### src/inc/ics_defines.vh
// Purpose: Constants for the instrument command and service-request block
// Assumes: Included by bare name from the design files
// Notes: Command codes and field layouts are local choices
`ifndef ICS_DEFINES_VH
`define ICS_DEFINES_VH

// Command codes on cmd_code
`define ICS_CMD_MASK 5'h00
`define ICS_CMD_INPUT_KIND 5'h01
`define ICS_CMD_VOLT_CFG 5'h02
`define ICS_CMD_IN_DEVICE 5'h03
`define ICS_CMD_COUPLING 5'h04
`define ICS_CMD_FULL_SCALE 5'h05
`define ICS_CMD_AUTO_SENS 5'h06
`define ICS_CMD_AUTO_MEAS 5'h07
`define ICS_CMD_AMP_GAIN 5'h08
`define ICS_CMD_AUTO_GAIN 5'h09
`define ICS_CMD_NOTCH 5'h0a
`define ICS_CMD_SAMPLE 5'h0b
`define ICS_CMD_OP_MODE 5'h0c
`define ICS_CMD_REF_ARR 5'h0d
`define ICS_CMD_REF_SRC 5'h0e
`define ICS_CMD_HARMONIC 5'h0f
`define ICS_CMD_PHASE 5'h10
`define ICS_CMD_LAST 5'h10

// Status byte bit positions
`define ICS_SB_DONE 0
`define ICS_SB_BAD_CMD 1
`define ICS_SB_PARAM_ERR 2
`define ICS_SB_UNLOCK 3
`define ICS_SB_OVERLOAD 4
`define ICS_SB_NEW_ADC 5
`define ICS_SB_RQS 6
`define ICS_SB_DATA 7

// Legal limits
`define ICS_INPUT_KIND_MAX 32'h0000_0002
`define ICS_INPUT_KIND_LOW_NOISE 2'h2
`define ICS_VOLT_CFG_MAX 32'h0000_0003
`define ICS_FS_MIN 32'h0000_0001
`define ICS_FS_MAX 32'h0000_001b
`define ICS_FS_LN_MIN 5'h07
`define ICS_GAIN_MAX 32'h0000_0009
`define ICS_NOTCH_MAX 32'h0000_0003
`define ICS_SAMPLE_MAX 32'h0000_0002
`define ICS_REF_ARR_MAX 32'h0000_0002
`define ICS_REF_SRC_MAX 32'h0000_0002
`define ICS_HARM_MIN 32'h0000_0001
`define ICS_HARM_MAX 32'h0000_ffff
`define ICS_PHASE_LIM 32'h0005_7e40

// Auto-range window in percent of full scale
`define ICS_AUTO_LOW_PCT 7'h1e
`define ICS_AUTO_HIGH_PCT 7'h5a

// Reset values
`define ICS_RST_FS 5'h12
`define ICS_RST_HARM 16'h0001

`endif

### src/hw/ics_command.v
// Purpose: Settings interpreter and service-request front for a lock-in instrument
// Assumes: Parser hands over decoded commands as one-cycle strobes
// Notes: Queries answer on resp_valid one cycle after the strobe
//
// How it works
// - request line and status bit 6 together
// - masked status bit raises request line
// - zero mask never raises request
// - host writes mask, mask governs requests
// - input kind codes 0 to 2
// - nonzero input kind forces current input
// - voltage configuration codes 0 to 3
// - input device and coupling take 0/1
// - full scale 1..27, low noise needs 7+
// - floating full-scale form read only
// - auto sensitivity 30-90%, auto measure adds phase
// - amplifier gain codes 0..9, 10 dB steps
// - auto gain flag 0 manual 1 auto
// - notch codes 0..3, line 60/50 Hz
// - sample rate codes 0 to 2 only
// - operating mode 0/1, zero at power-up
// - reference arrangement 0..2, dual means extended
// - reference source codes 0 to 2
// - harmonic 1..65535, 1 is fundamental
// - phase millidegrees within 360000, or degrees
// - status bit 0 done, bit 7 data
// - bits 1-4: bad command, param, unlock, overload
// - no parameter means report present value
`timescale 1ns/1ps
`include "ics_defines.vh"

module ics_command (
  input wire clk,
  input wire nrst,
  input wire cmd_valid,
  input wire [4:0] cmd_code,
  input wire cmd_has_param,
  input wire cmd_has_second,
  input wire cmd_float,
  input wire [31:0] cmd_param,
  input wire [31:0] cmd_param2,
  input wire resp_taken,
  input wire ref_unlock,
  input wire overload,
  input wire new_adc,
  input wire [6:0] magnitude_pct,
  input wire auto_phase_done,
  output reg resp_valid,
  output reg [31:0] resp_data,
  output reg [31:0] resp_data2,
  output reg resp_two,
  output reg [1:0] input_kind_select,
  output reg current_input,
  output reg [1:0] voltage_config_select,
  output reg input_device_select,
  output reg coupling_select,
  output reg [4:0] full_scale_code,
  output reg [3:0] amp_gain_code,
  output reg auto_gain,
  output reg [1:0] notch_filter_select,
  output reg notch_line_50hz,
  output reg [1:0] sample_rate_select,
  output reg op_mode,
  output reg [1:0] reference_arrangement,
  output reg extended_commands,
  output reg [1:0] reference_source_select,
  output reg [15:0] harmonic_number,
  output reg [31:0] reference_phase_value,
  output reg auto_phase_start,
  output reg busy,
  output reg srq,
  output reg [7:0] status_byte
);

  localparam ST_IDLE = 3'b001;
  localparam ST_SENS = 3'b010;
  localparam ST_PHASE = 3'b100;

  reg [2:0] state;
  reg [7:0] request_mask;
  reg bad_cmd;
  reg param_err;
  reg done;
  reg measure_after;
  wire [7:0] status_raw;
  wire srq_int;
  wire [7:0] status_int;

  // Unsigned range check
  function in_range;
    input [31:0] value;
    input [31:0] low;
    input [31:0] high;
    begin
      in_range = (value >= low) && (value <= high);
    end
  endfunction

  wire [31:0] abs_phase;
  wire ln_ok;
  wire fs_ok;
  assign abs_phase = cmd_param[31] ? (~cmd_param + 32'h0000_0001) : cmd_param;
  assign ln_ok = (input_kind_select != `ICS_INPUT_KIND_LOW_NOISE) ||
                 (cmd_param[4:0] >= `ICS_FS_LN_MIN);
  assign fs_ok = in_range(cmd_param, `ICS_FS_MIN, `ICS_FS_MAX) && ln_ok;

  assign status_raw = {resp_valid, 1'b0, new_adc, overload, ref_unlock, param_err, bad_cmd, done};

  ics_srq u_srq (
    .clk(clk),
    .nrst(nrst),
    .status_raw(status_raw),
    .request_mask(request_mask),
    .srq(srq_int),
    .status_byte(status_int)
  );

  ////////////////////////////////////////////////////////////////////////////////
  // Output mirrors
  always @(posedge clk or negedge nrst) begin
    if (!nrst) begin
      srq <= 1'b0;
      status_byte <= 8'h00;
      current_input <= 1'b0;
      extended_commands <= 1'b0;
      busy <= 1'b0;
    end else begin
      srq <= srq_int;
      status_byte <= status_int;
      current_input <= (input_kind_select != 2'h0);
      extended_commands <= (reference_arrangement != 2'h0);
      busy <= (state != ST_IDLE);
    end
  end

  ////////////////////////////////////////////////////////////////////////////////
  // Command execution
  always @(posedge clk or negedge nrst) begin
    if (!nrst) begin
      state <= ST_IDLE;
      request_mask <= 8'h00;
      bad_cmd <= 1'b0;
      param_err <= 1'b0;
      done <= 1'b1;
      measure_after <= 1'b0;
      resp_valid <= 1'b0;
      resp_data <= 32'h0000_0000;
      resp_data2 <= 32'h0000_0000;
      resp_two <= 1'b0;
      input_kind_select <= 2'h0;
      voltage_config_select <= 2'h0;
      input_device_select <= 1'b0;
      coupling_select <= 1'b0;
      full_scale_code <= `ICS_RST_FS;
      amp_gain_code <= 4'h0;
      auto_gain <= 1'b0;
      notch_filter_select <= 2'h0;
      notch_line_50hz <= 1'b0;
      sample_rate_select <= 2'h0;
      op_mode <= 1'b0;
      reference_arrangement <= 2'h0;
      reference_source_select <= 2'h0;
      harmonic_number <= `ICS_RST_HARM;
      reference_phase_value <= 32'h0000_0000;
      auto_phase_start <= 1'b0;
    end else begin
      auto_phase_start <= 1'b0;
      if (resp_taken) begin
        resp_valid <= 1'b0;
      end
      case (state)
        ST_IDLE: begin
          if (cmd_valid) begin
            done <= 1'b0;
            bad_cmd <= 1'b0;
            param_err <= 1'b0;
            resp_two <= 1'b0;
            resp_data2 <= 32'h0000_0000;
            if (cmd_code > `ICS_CMD_LAST) begin
              bad_cmd <= 1'b1;
              done <= 1'b1;
            end else if (cmd_code == `ICS_CMD_AUTO_SENS || cmd_code == `ICS_CMD_AUTO_MEAS) begin
              measure_after <= (cmd_code == `ICS_CMD_AUTO_MEAS);
              state <= ST_SENS;
            end else if (!cmd_has_param) begin
              resp_valid <= 1'b1;
              done <= 1'b1;
              case (cmd_code)
                `ICS_CMD_MASK: resp_data <= {24'h00_0000, request_mask};
                `ICS_CMD_INPUT_KIND: resp_data <= {30'h0000_0000, input_kind_select};
                `ICS_CMD_VOLT_CFG: resp_data <= {30'h0000_0000, voltage_config_select};
                `ICS_CMD_IN_DEVICE: resp_data <= {31'h0000_0000, input_device_select};
                `ICS_CMD_COUPLING: resp_data <= {31'h0000_0000, coupling_select};
                `ICS_CMD_FULL_SCALE: resp_data <= {27'h000_0000, full_scale_code};
                `ICS_CMD_AMP_GAIN: resp_data <= {28'h000_0000, amp_gain_code};
                `ICS_CMD_AUTO_GAIN: resp_data <= {31'h0000_0000, auto_gain};
                `ICS_CMD_NOTCH: begin
                  resp_data <= {30'h0000_0000, notch_filter_select};
                  resp_data2 <= {31'h0000_0000, notch_line_50hz};
                  resp_two <= 1'b1;
                end
                `ICS_CMD_SAMPLE: resp_data <= {30'h0000_0000, sample_rate_select};
                `ICS_CMD_OP_MODE: resp_data <= {31'h0000_0000, op_mode};
                `ICS_CMD_REF_ARR: resp_data <= {30'h0000_0000, reference_arrangement};
                `ICS_CMD_REF_SRC: resp_data <= {30'h0000_0000, reference_source_select};
                `ICS_CMD_HARMONIC: resp_data <= {16'h0000, harmonic_number};
                default: resp_data <= reference_phase_value;
              endcase
            end else begin
              done <= 1'b1;
              case (cmd_code)
                `ICS_CMD_MASK: request_mask <= cmd_param[7:0];
                `ICS_CMD_INPUT_KIND:
                  if (in_range(cmd_param, 32'h0000_0000, `ICS_INPUT_KIND_MAX)) input_kind_select <= cmd_param[1:0];
                  else param_err <= 1'b1;
                `ICS_CMD_VOLT_CFG:
                  if (in_range(cmd_param, 32'h0000_0000, `ICS_VOLT_CFG_MAX)) voltage_config_select <= cmd_param[1:0];
                  else param_err <= 1'b1;
                `ICS_CMD_IN_DEVICE:
                  if (cmd_param[31:1] == 31'h0000_0000) input_device_select <= cmd_param[0];
                  else param_err <= 1'b1;
                `ICS_CMD_COUPLING:
                  if (cmd_param[31:1] == 31'h0000_0000) coupling_select <= cmd_param[0];
                  else param_err <= 1'b1;
                `ICS_CMD_FULL_SCALE:
                  if (!cmd_float && fs_ok) full_scale_code <= cmd_param[4:0];
                  else param_err <= 1'b1;
                `ICS_CMD_AMP_GAIN:
                  if (in_range(cmd_param, 32'h0000_0000, `ICS_GAIN_MAX)) amp_gain_code <= cmd_param[3:0];
                  else param_err <= 1'b1;
                `ICS_CMD_AUTO_GAIN:
                  if (cmd_param[31:1] == 31'h0000_0000) auto_gain <= cmd_param[0];
                  else param_err <= 1'b1;
                `ICS_CMD_NOTCH:
                  if (cmd_has_second && in_range(cmd_param, 32'h0000_0000, `ICS_NOTCH_MAX) &&
                      cmd_param2[31:1] == 31'h0000_0000) begin
                    notch_filter_select <= cmd_param[1:0];
                    notch_line_50hz <= cmd_param2[0];
                  end else param_err <= 1'b1;
                `ICS_CMD_SAMPLE:
                  if (in_range(cmd_param, 32'h0000_0000, `ICS_SAMPLE_MAX)) sample_rate_select <= cmd_param[1:0];
                  else param_err <= 1'b1;
                `ICS_CMD_OP_MODE:
                  if (cmd_param[31:1] == 31'h0000_0000) op_mode <= cmd_param[0];
                  else param_err <= 1'b1;
                `ICS_CMD_REF_ARR:
                  if (in_range(cmd_param, 32'h0000_0000, `ICS_REF_ARR_MAX)) reference_arrangement <= cmd_param[1:0];
                  else param_err <= 1'b1;
                `ICS_CMD_REF_SRC:
                  if (in_range(cmd_param, 32'h0000_0000, `ICS_REF_SRC_MAX)) reference_source_select <= cmd_param[1:0];
                  else param_err <= 1'b1;
                `ICS_CMD_HARMONIC:
                  if (in_range(cmd_param, `ICS_HARM_MIN, `ICS_HARM_MAX)) harmonic_number <= cmd_param[15:0];
                  else param_err <= 1'b1;
                default:
                  // Float form carries degrees, stored as given
                  if (cmd_float || abs_phase <= `ICS_PHASE_LIM) reference_phase_value <= cmd_param;
                  else param_err <= 1'b1;
              endcase
            end
          end
        end
        ST_SENS: begin
          // One range step per cycle until inside the window or at a range limit
          if (magnitude_pct > `ICS_AUTO_HIGH_PCT && full_scale_code < `ICS_FS_MAX) begin
            full_scale_code <= full_scale_code + 5'h01;
          end else if (magnitude_pct < `ICS_AUTO_LOW_PCT && full_scale_code > 5'h01 &&
                       !(input_kind_select == `ICS_INPUT_KIND_LOW_NOISE && full_scale_code <= `ICS_FS_LN_MIN)) begin
            full_scale_code <= full_scale_code - 5'h01;
          end else if (measure_after) begin
            auto_phase_start <= 1'b1;
            state <= ST_PHASE;
          end else begin
            done <= 1'b1;
            state <= ST_IDLE;
          end
        end
        ST_PHASE: begin
          if (auto_phase_done) begin
            done <= 1'b1;
            state <= ST_IDLE;
          end
        end
        default: state <= ST_IDLE;
      endcase
    end
  end

endmodule // ics_command

### src/hw/ics_srq.v
// Purpose: Service-request generator from status byte and request mask
// Assumes: Status bits arrive as synchronous levels
// Notes: Bit 6 of the outgoing status byte mirrors the request line
`timescale 1ns/1ps
`include "ics_defines.vh"

module ics_srq (
  input wire clk,
  input wire nrst,
  input wire [7:0] status_raw,
  input wire [7:0] request_mask,
  output reg srq,
  output reg [7:0] status_byte
);

  wire [7:0] status_no_rqs;
  wire request;

  assign status_no_rqs = status_raw & 8'hbf;
  assign request = |(status_no_rqs & request_mask);

  always @(posedge clk or negedge nrst) begin
    if (!nrst) begin
      srq <= 1'b0;
      status_byte <= 8'h00;
    end else begin
      srq <= request;
      status_byte <= status_no_rqs | ({7'h00, request} << `ICS_SB_RQS);
    end
  end

endmodule // ics_srq

### config.mk
export PLATFORM = sky130hd
export DESIGN_NAME = ics_command
export DESIGN_NICKNAME = d
export VERILOG_FILES = /design/src/hw/ics_command.v /design/src/hw/ics_srq.v
export VERILOG_INCLUDE_DIRS = /design/src /design/src/inc
export SDC_FILE = /design/constraint.sdc
export NUM_CORES = 1
export LEC_CHECK = 0
export BUFFER_PORTS_ARGS = -buffer_cell sky130_fd_sc_hd__buf_2
export CORE_MARGIN = 4
export CORE_UTILIZATION = 47
export CTS_CLUSTER_SIZE = 28
export DETAILED_ROUTE_END_ITERATION = 10
export PLACE_DENSITY = 0.77
export SYNTH_ARGS = -nofsm -noshare
export SYNTH_HDL_FRONTEND = slang
export SYNTH_SLANG_ARGS = --single-unit
### constraint.sdc
create_clock -name clk -period 2.5 [get_ports clk]
set_clock_uncertainty 0.05 [all_clocks]
set_input_delay 0.25 -clock clk [delete_from_list [all_inputs] [get_ports clk]]
set_output_delay 0.25 -clock clk [all_outputs]
set_load 0.01 [all_outputs]
==> impl_results.md <==
* Status: finished with violations
* Via count at slightly above 7000
* Total GRT Usage at 25.1%
* Seq cells post-synth at 144
* Fin crit share at 121%
* Total of warnings raised by yosys at 0
* Nets at roughly 1100
* Pwr/cell area at 809 nW/um2
* CP Class: input port to register
* Drt total wl at 23700 um
* Violated checks: negative setup slack
* I/O Pins at 240
* Top_reg_cell synth: dfrtp_1
* Endpoints failing setup at 33
* Fin. Hold Viols at 0
* CORE AREA at 15900 um2
* Top-count cell post-synth: dfrtp_1
* Worst path top cell family by delay: simple AND/OR/NAND/NOR gates
* Worst Setup End Kind: register
* Clock sinks at 144
* DRC at 0
* Top post-synthesis cells by count: dfrtp_1 (139), nand2_1 (82), mux2_2 (48)
* Unique cell type count in the Yosys netlist at 68
* DR pass1 iterations at 5
* Top-area cell type share of the netlist area at 45.5%
* CTS Buf Count at 17
* IO buf count at approximately 210
* # H-tree levels at 4
* Seq/Total Area, Yosys at between 40 and 50%
* Initial antenna violation count at 1
* CP startpoint kind: input port
* Post-synth EDFFs at 0
* Setup tns final at -15.62 ns
* Largest area contributor in the netlist: dfrtp_1
* Mapped Area at 7640 um2
* RSZ-0062 raised after global routing: true
* Asr flop ratio synth at 100%
* Avg Cell Area, Syn at around 10 um2
* FP Rows at 46
* Peak VDD IR at 0.530 mV
* GRT overflow at 0
* First-pass GRT wire length at 36500 um
* GPL Wtd Cong at 0.931
* Initial Util at 48.1%
* Clock latency on the worst-skew pair at 0.42 ns
* Crit-path max FO at 8
* Pins over their slew limit at 0
* WP buf/inv at 3
* Setup WS post-layout at -0.520 ns
* Layout cells sized above 1 at ~45%
* Slowest cell on the critical path: or4_4
* Top achievable clock speed at 331 MHz
* Hold WC Path Type: input port to register
* Post-layout power at between 0.008 and 0.009 W
* Pin slew with the least headroom to its limit at 0.828 ns
* Layout Area Growth over Synthesis at 37.2%
* LEAKAGE at 5.14 nW
* Max Cap Viol at 0
* Critical Path Max Stage Delay at 0.59 ns
* Worst-path clk slew at 0.06 ns
* Avg WL per Cell at approximately 19 um
* Critical Path RT at 2.75 ns
* Fin crit period at 3.02 ns
* Area contributors post-synth: dfrtp_1 (46%), mux2_2 (7.1%), mux2_4 (5.9%), nand2_1 (4.0%), buf_4 (3.1%)
* Largest net degree at the start of global routing at 78
* Crit-path cells: buf_8, or4_4, or4_4, or3_4, a31oi_4, a21boi_4, a2111oi_4, nor4_4, buf_6, clkbuf_16, mux2_4
* Clk root buf: clkbuf_16
* Final ANT Viol Nets at 0
* Iter 0 DRT Violations at roughly 530
* Gate Count Post-Synth at 746
* Clk buf depth at 2
* Die Wd at ~140 um
* Die height at 135 um
* Die area at ~18000 um2
* Vias per cell at 5.58
* # diodes at 0
* Slew margin rel. at 44.6%
* Post-DP HPWL at 17500 um
* Worst EP arrival at 3.27 ns
* CP most frequent cell: or4_4
* Vias in the first global route at 6985
* WHS at approximately 0.032 ns
* CTS tree: done
-- power by group --
group / total (W) / switching, W / internal (W) / leakage (nW)
Combinational: 0.00248 / 0.00126 / 0.00121 / 2.98
Clock: 0.00251 / 0.00109 / 0.00143 / 0.276
Sequential: 0.00348 / 0.000511 / 0.00297 / 1.88
-- metal layers --
| layer | part of all wire [%] | vias up | track usage (%) |
|---|---|---|---|
| met3 | 7.3 | 31 | 5.39 |
| met5 | 0.030 | - | 0 |
| li1 | - | 3314 | - |
| met4 | 1.4 | 2 | 7.73 |
| met2 | 48 | 321 | 40.2 |
| met1 | 43 | 3467 | 34.5 |
-- timing repair --
item,in CTS,in global routing
gates resized for setup,16,23
setup buffers,3,3
setup endpoints to repair,33,38
cloned,0,2
hold buffers,5,0
endpoints found under the hold margin,42,0
pin swaps,7,3
-- worst register-to-register path, stage by stage, from the launching register on --
cell       delay [ns]
dfstp_2          0.55
nand2b_1         0.11
nor2_2           0.20
nand4_1          0.13
buf_4            0.19
nor4_4           0.35
buf_6            0.19
clkbuf_16        0.17
mux2_4           0.30
-- final timing paths --
check	from	to	slack, ns	depth (start not counted)
max in group asynchronous	nrst	full_scale_code[1]$_DFFE_PN1P_	1.39	3
max reg2reg	state[0]$_DFFE_PN1P_	reference_phase_value[23]$_DFFE_PN0P_	0.14	8
min	cmd_param2[0]	notch_line_50hz$_DFFE_PN0P_	0.03	2
min reg2reg	u_srq.status_byte[0]$_DFF_PN0_	status_byte[0]$_DFF_PN0_	0.30	0
min in group asynchronous	nrst	resp_data[21]$_DFFE_PN0P_	0.25	2
max	cmd_param[2]	reference_phase_value[23]$_DFFE_PN0P_	-0.52	11
-- final cells by class --
type | instances | area, um2
clock inverter | 14 | 146
clock buffer | 18 | 439
multi-input combinational | 541 | 3800
fill | 1269 | 5410
tap | 216 | 270
sequential | 144 | 3610
timing repair buffer | 334 | 2170
inverter | 12 | 45.0
-- sequential cells by signal, summed over array words and instances, names as in the netlist, 3 cells and up --
signal                 flops
reference_phase_value     32
resp_data                 32
state                      3
status_byte                8
harmonic_number           16
u_srq.status_byte          8
request_mask               8
amp_gain_code              4
full_scale_code            5
-- through the flow --
step	cell area, um2	utilization (%)	std cells	worst slack, ns
floorplan	7770	-	776	-0.822
global placement	9570	60.2	1235	-1.01
detailed placement	9570	60.2	1235	-1.09
CTS	10300	64.8	1274	-0.499
global route	10500	66.0	1279	-0.566
finish	10500	66.0	1279	-0.520
-- layout by cell type, fill, tap and decap left out, drive strengths merged, types with 18 or more instances in the layout --
cell / instances
buf: 327
dfrtp: 139
nand2: 82
mux2: 78
o21ai: 44
nor2: 32
conb: 31
a21oi: 27
nand3: 25
nor3: 23
nor4: 21
clkbuf: 20
inv: 18
-- kinds of logic (layout without fill, tap and decap cells) --
kind of cell	after synthesis	count (layout)	synth area share (%)
simple gates	251	251	16.9
other cells	1	31	0.0491
xor+xnor	6	6	0.688
buf+inv	91	378	6.49
flops	144	144	47.3
mux	80	80	13.2
fa+ha+maj	3	3	0.491
compound gates	170	170	14.9
Power figures use the tool's default switching activity.
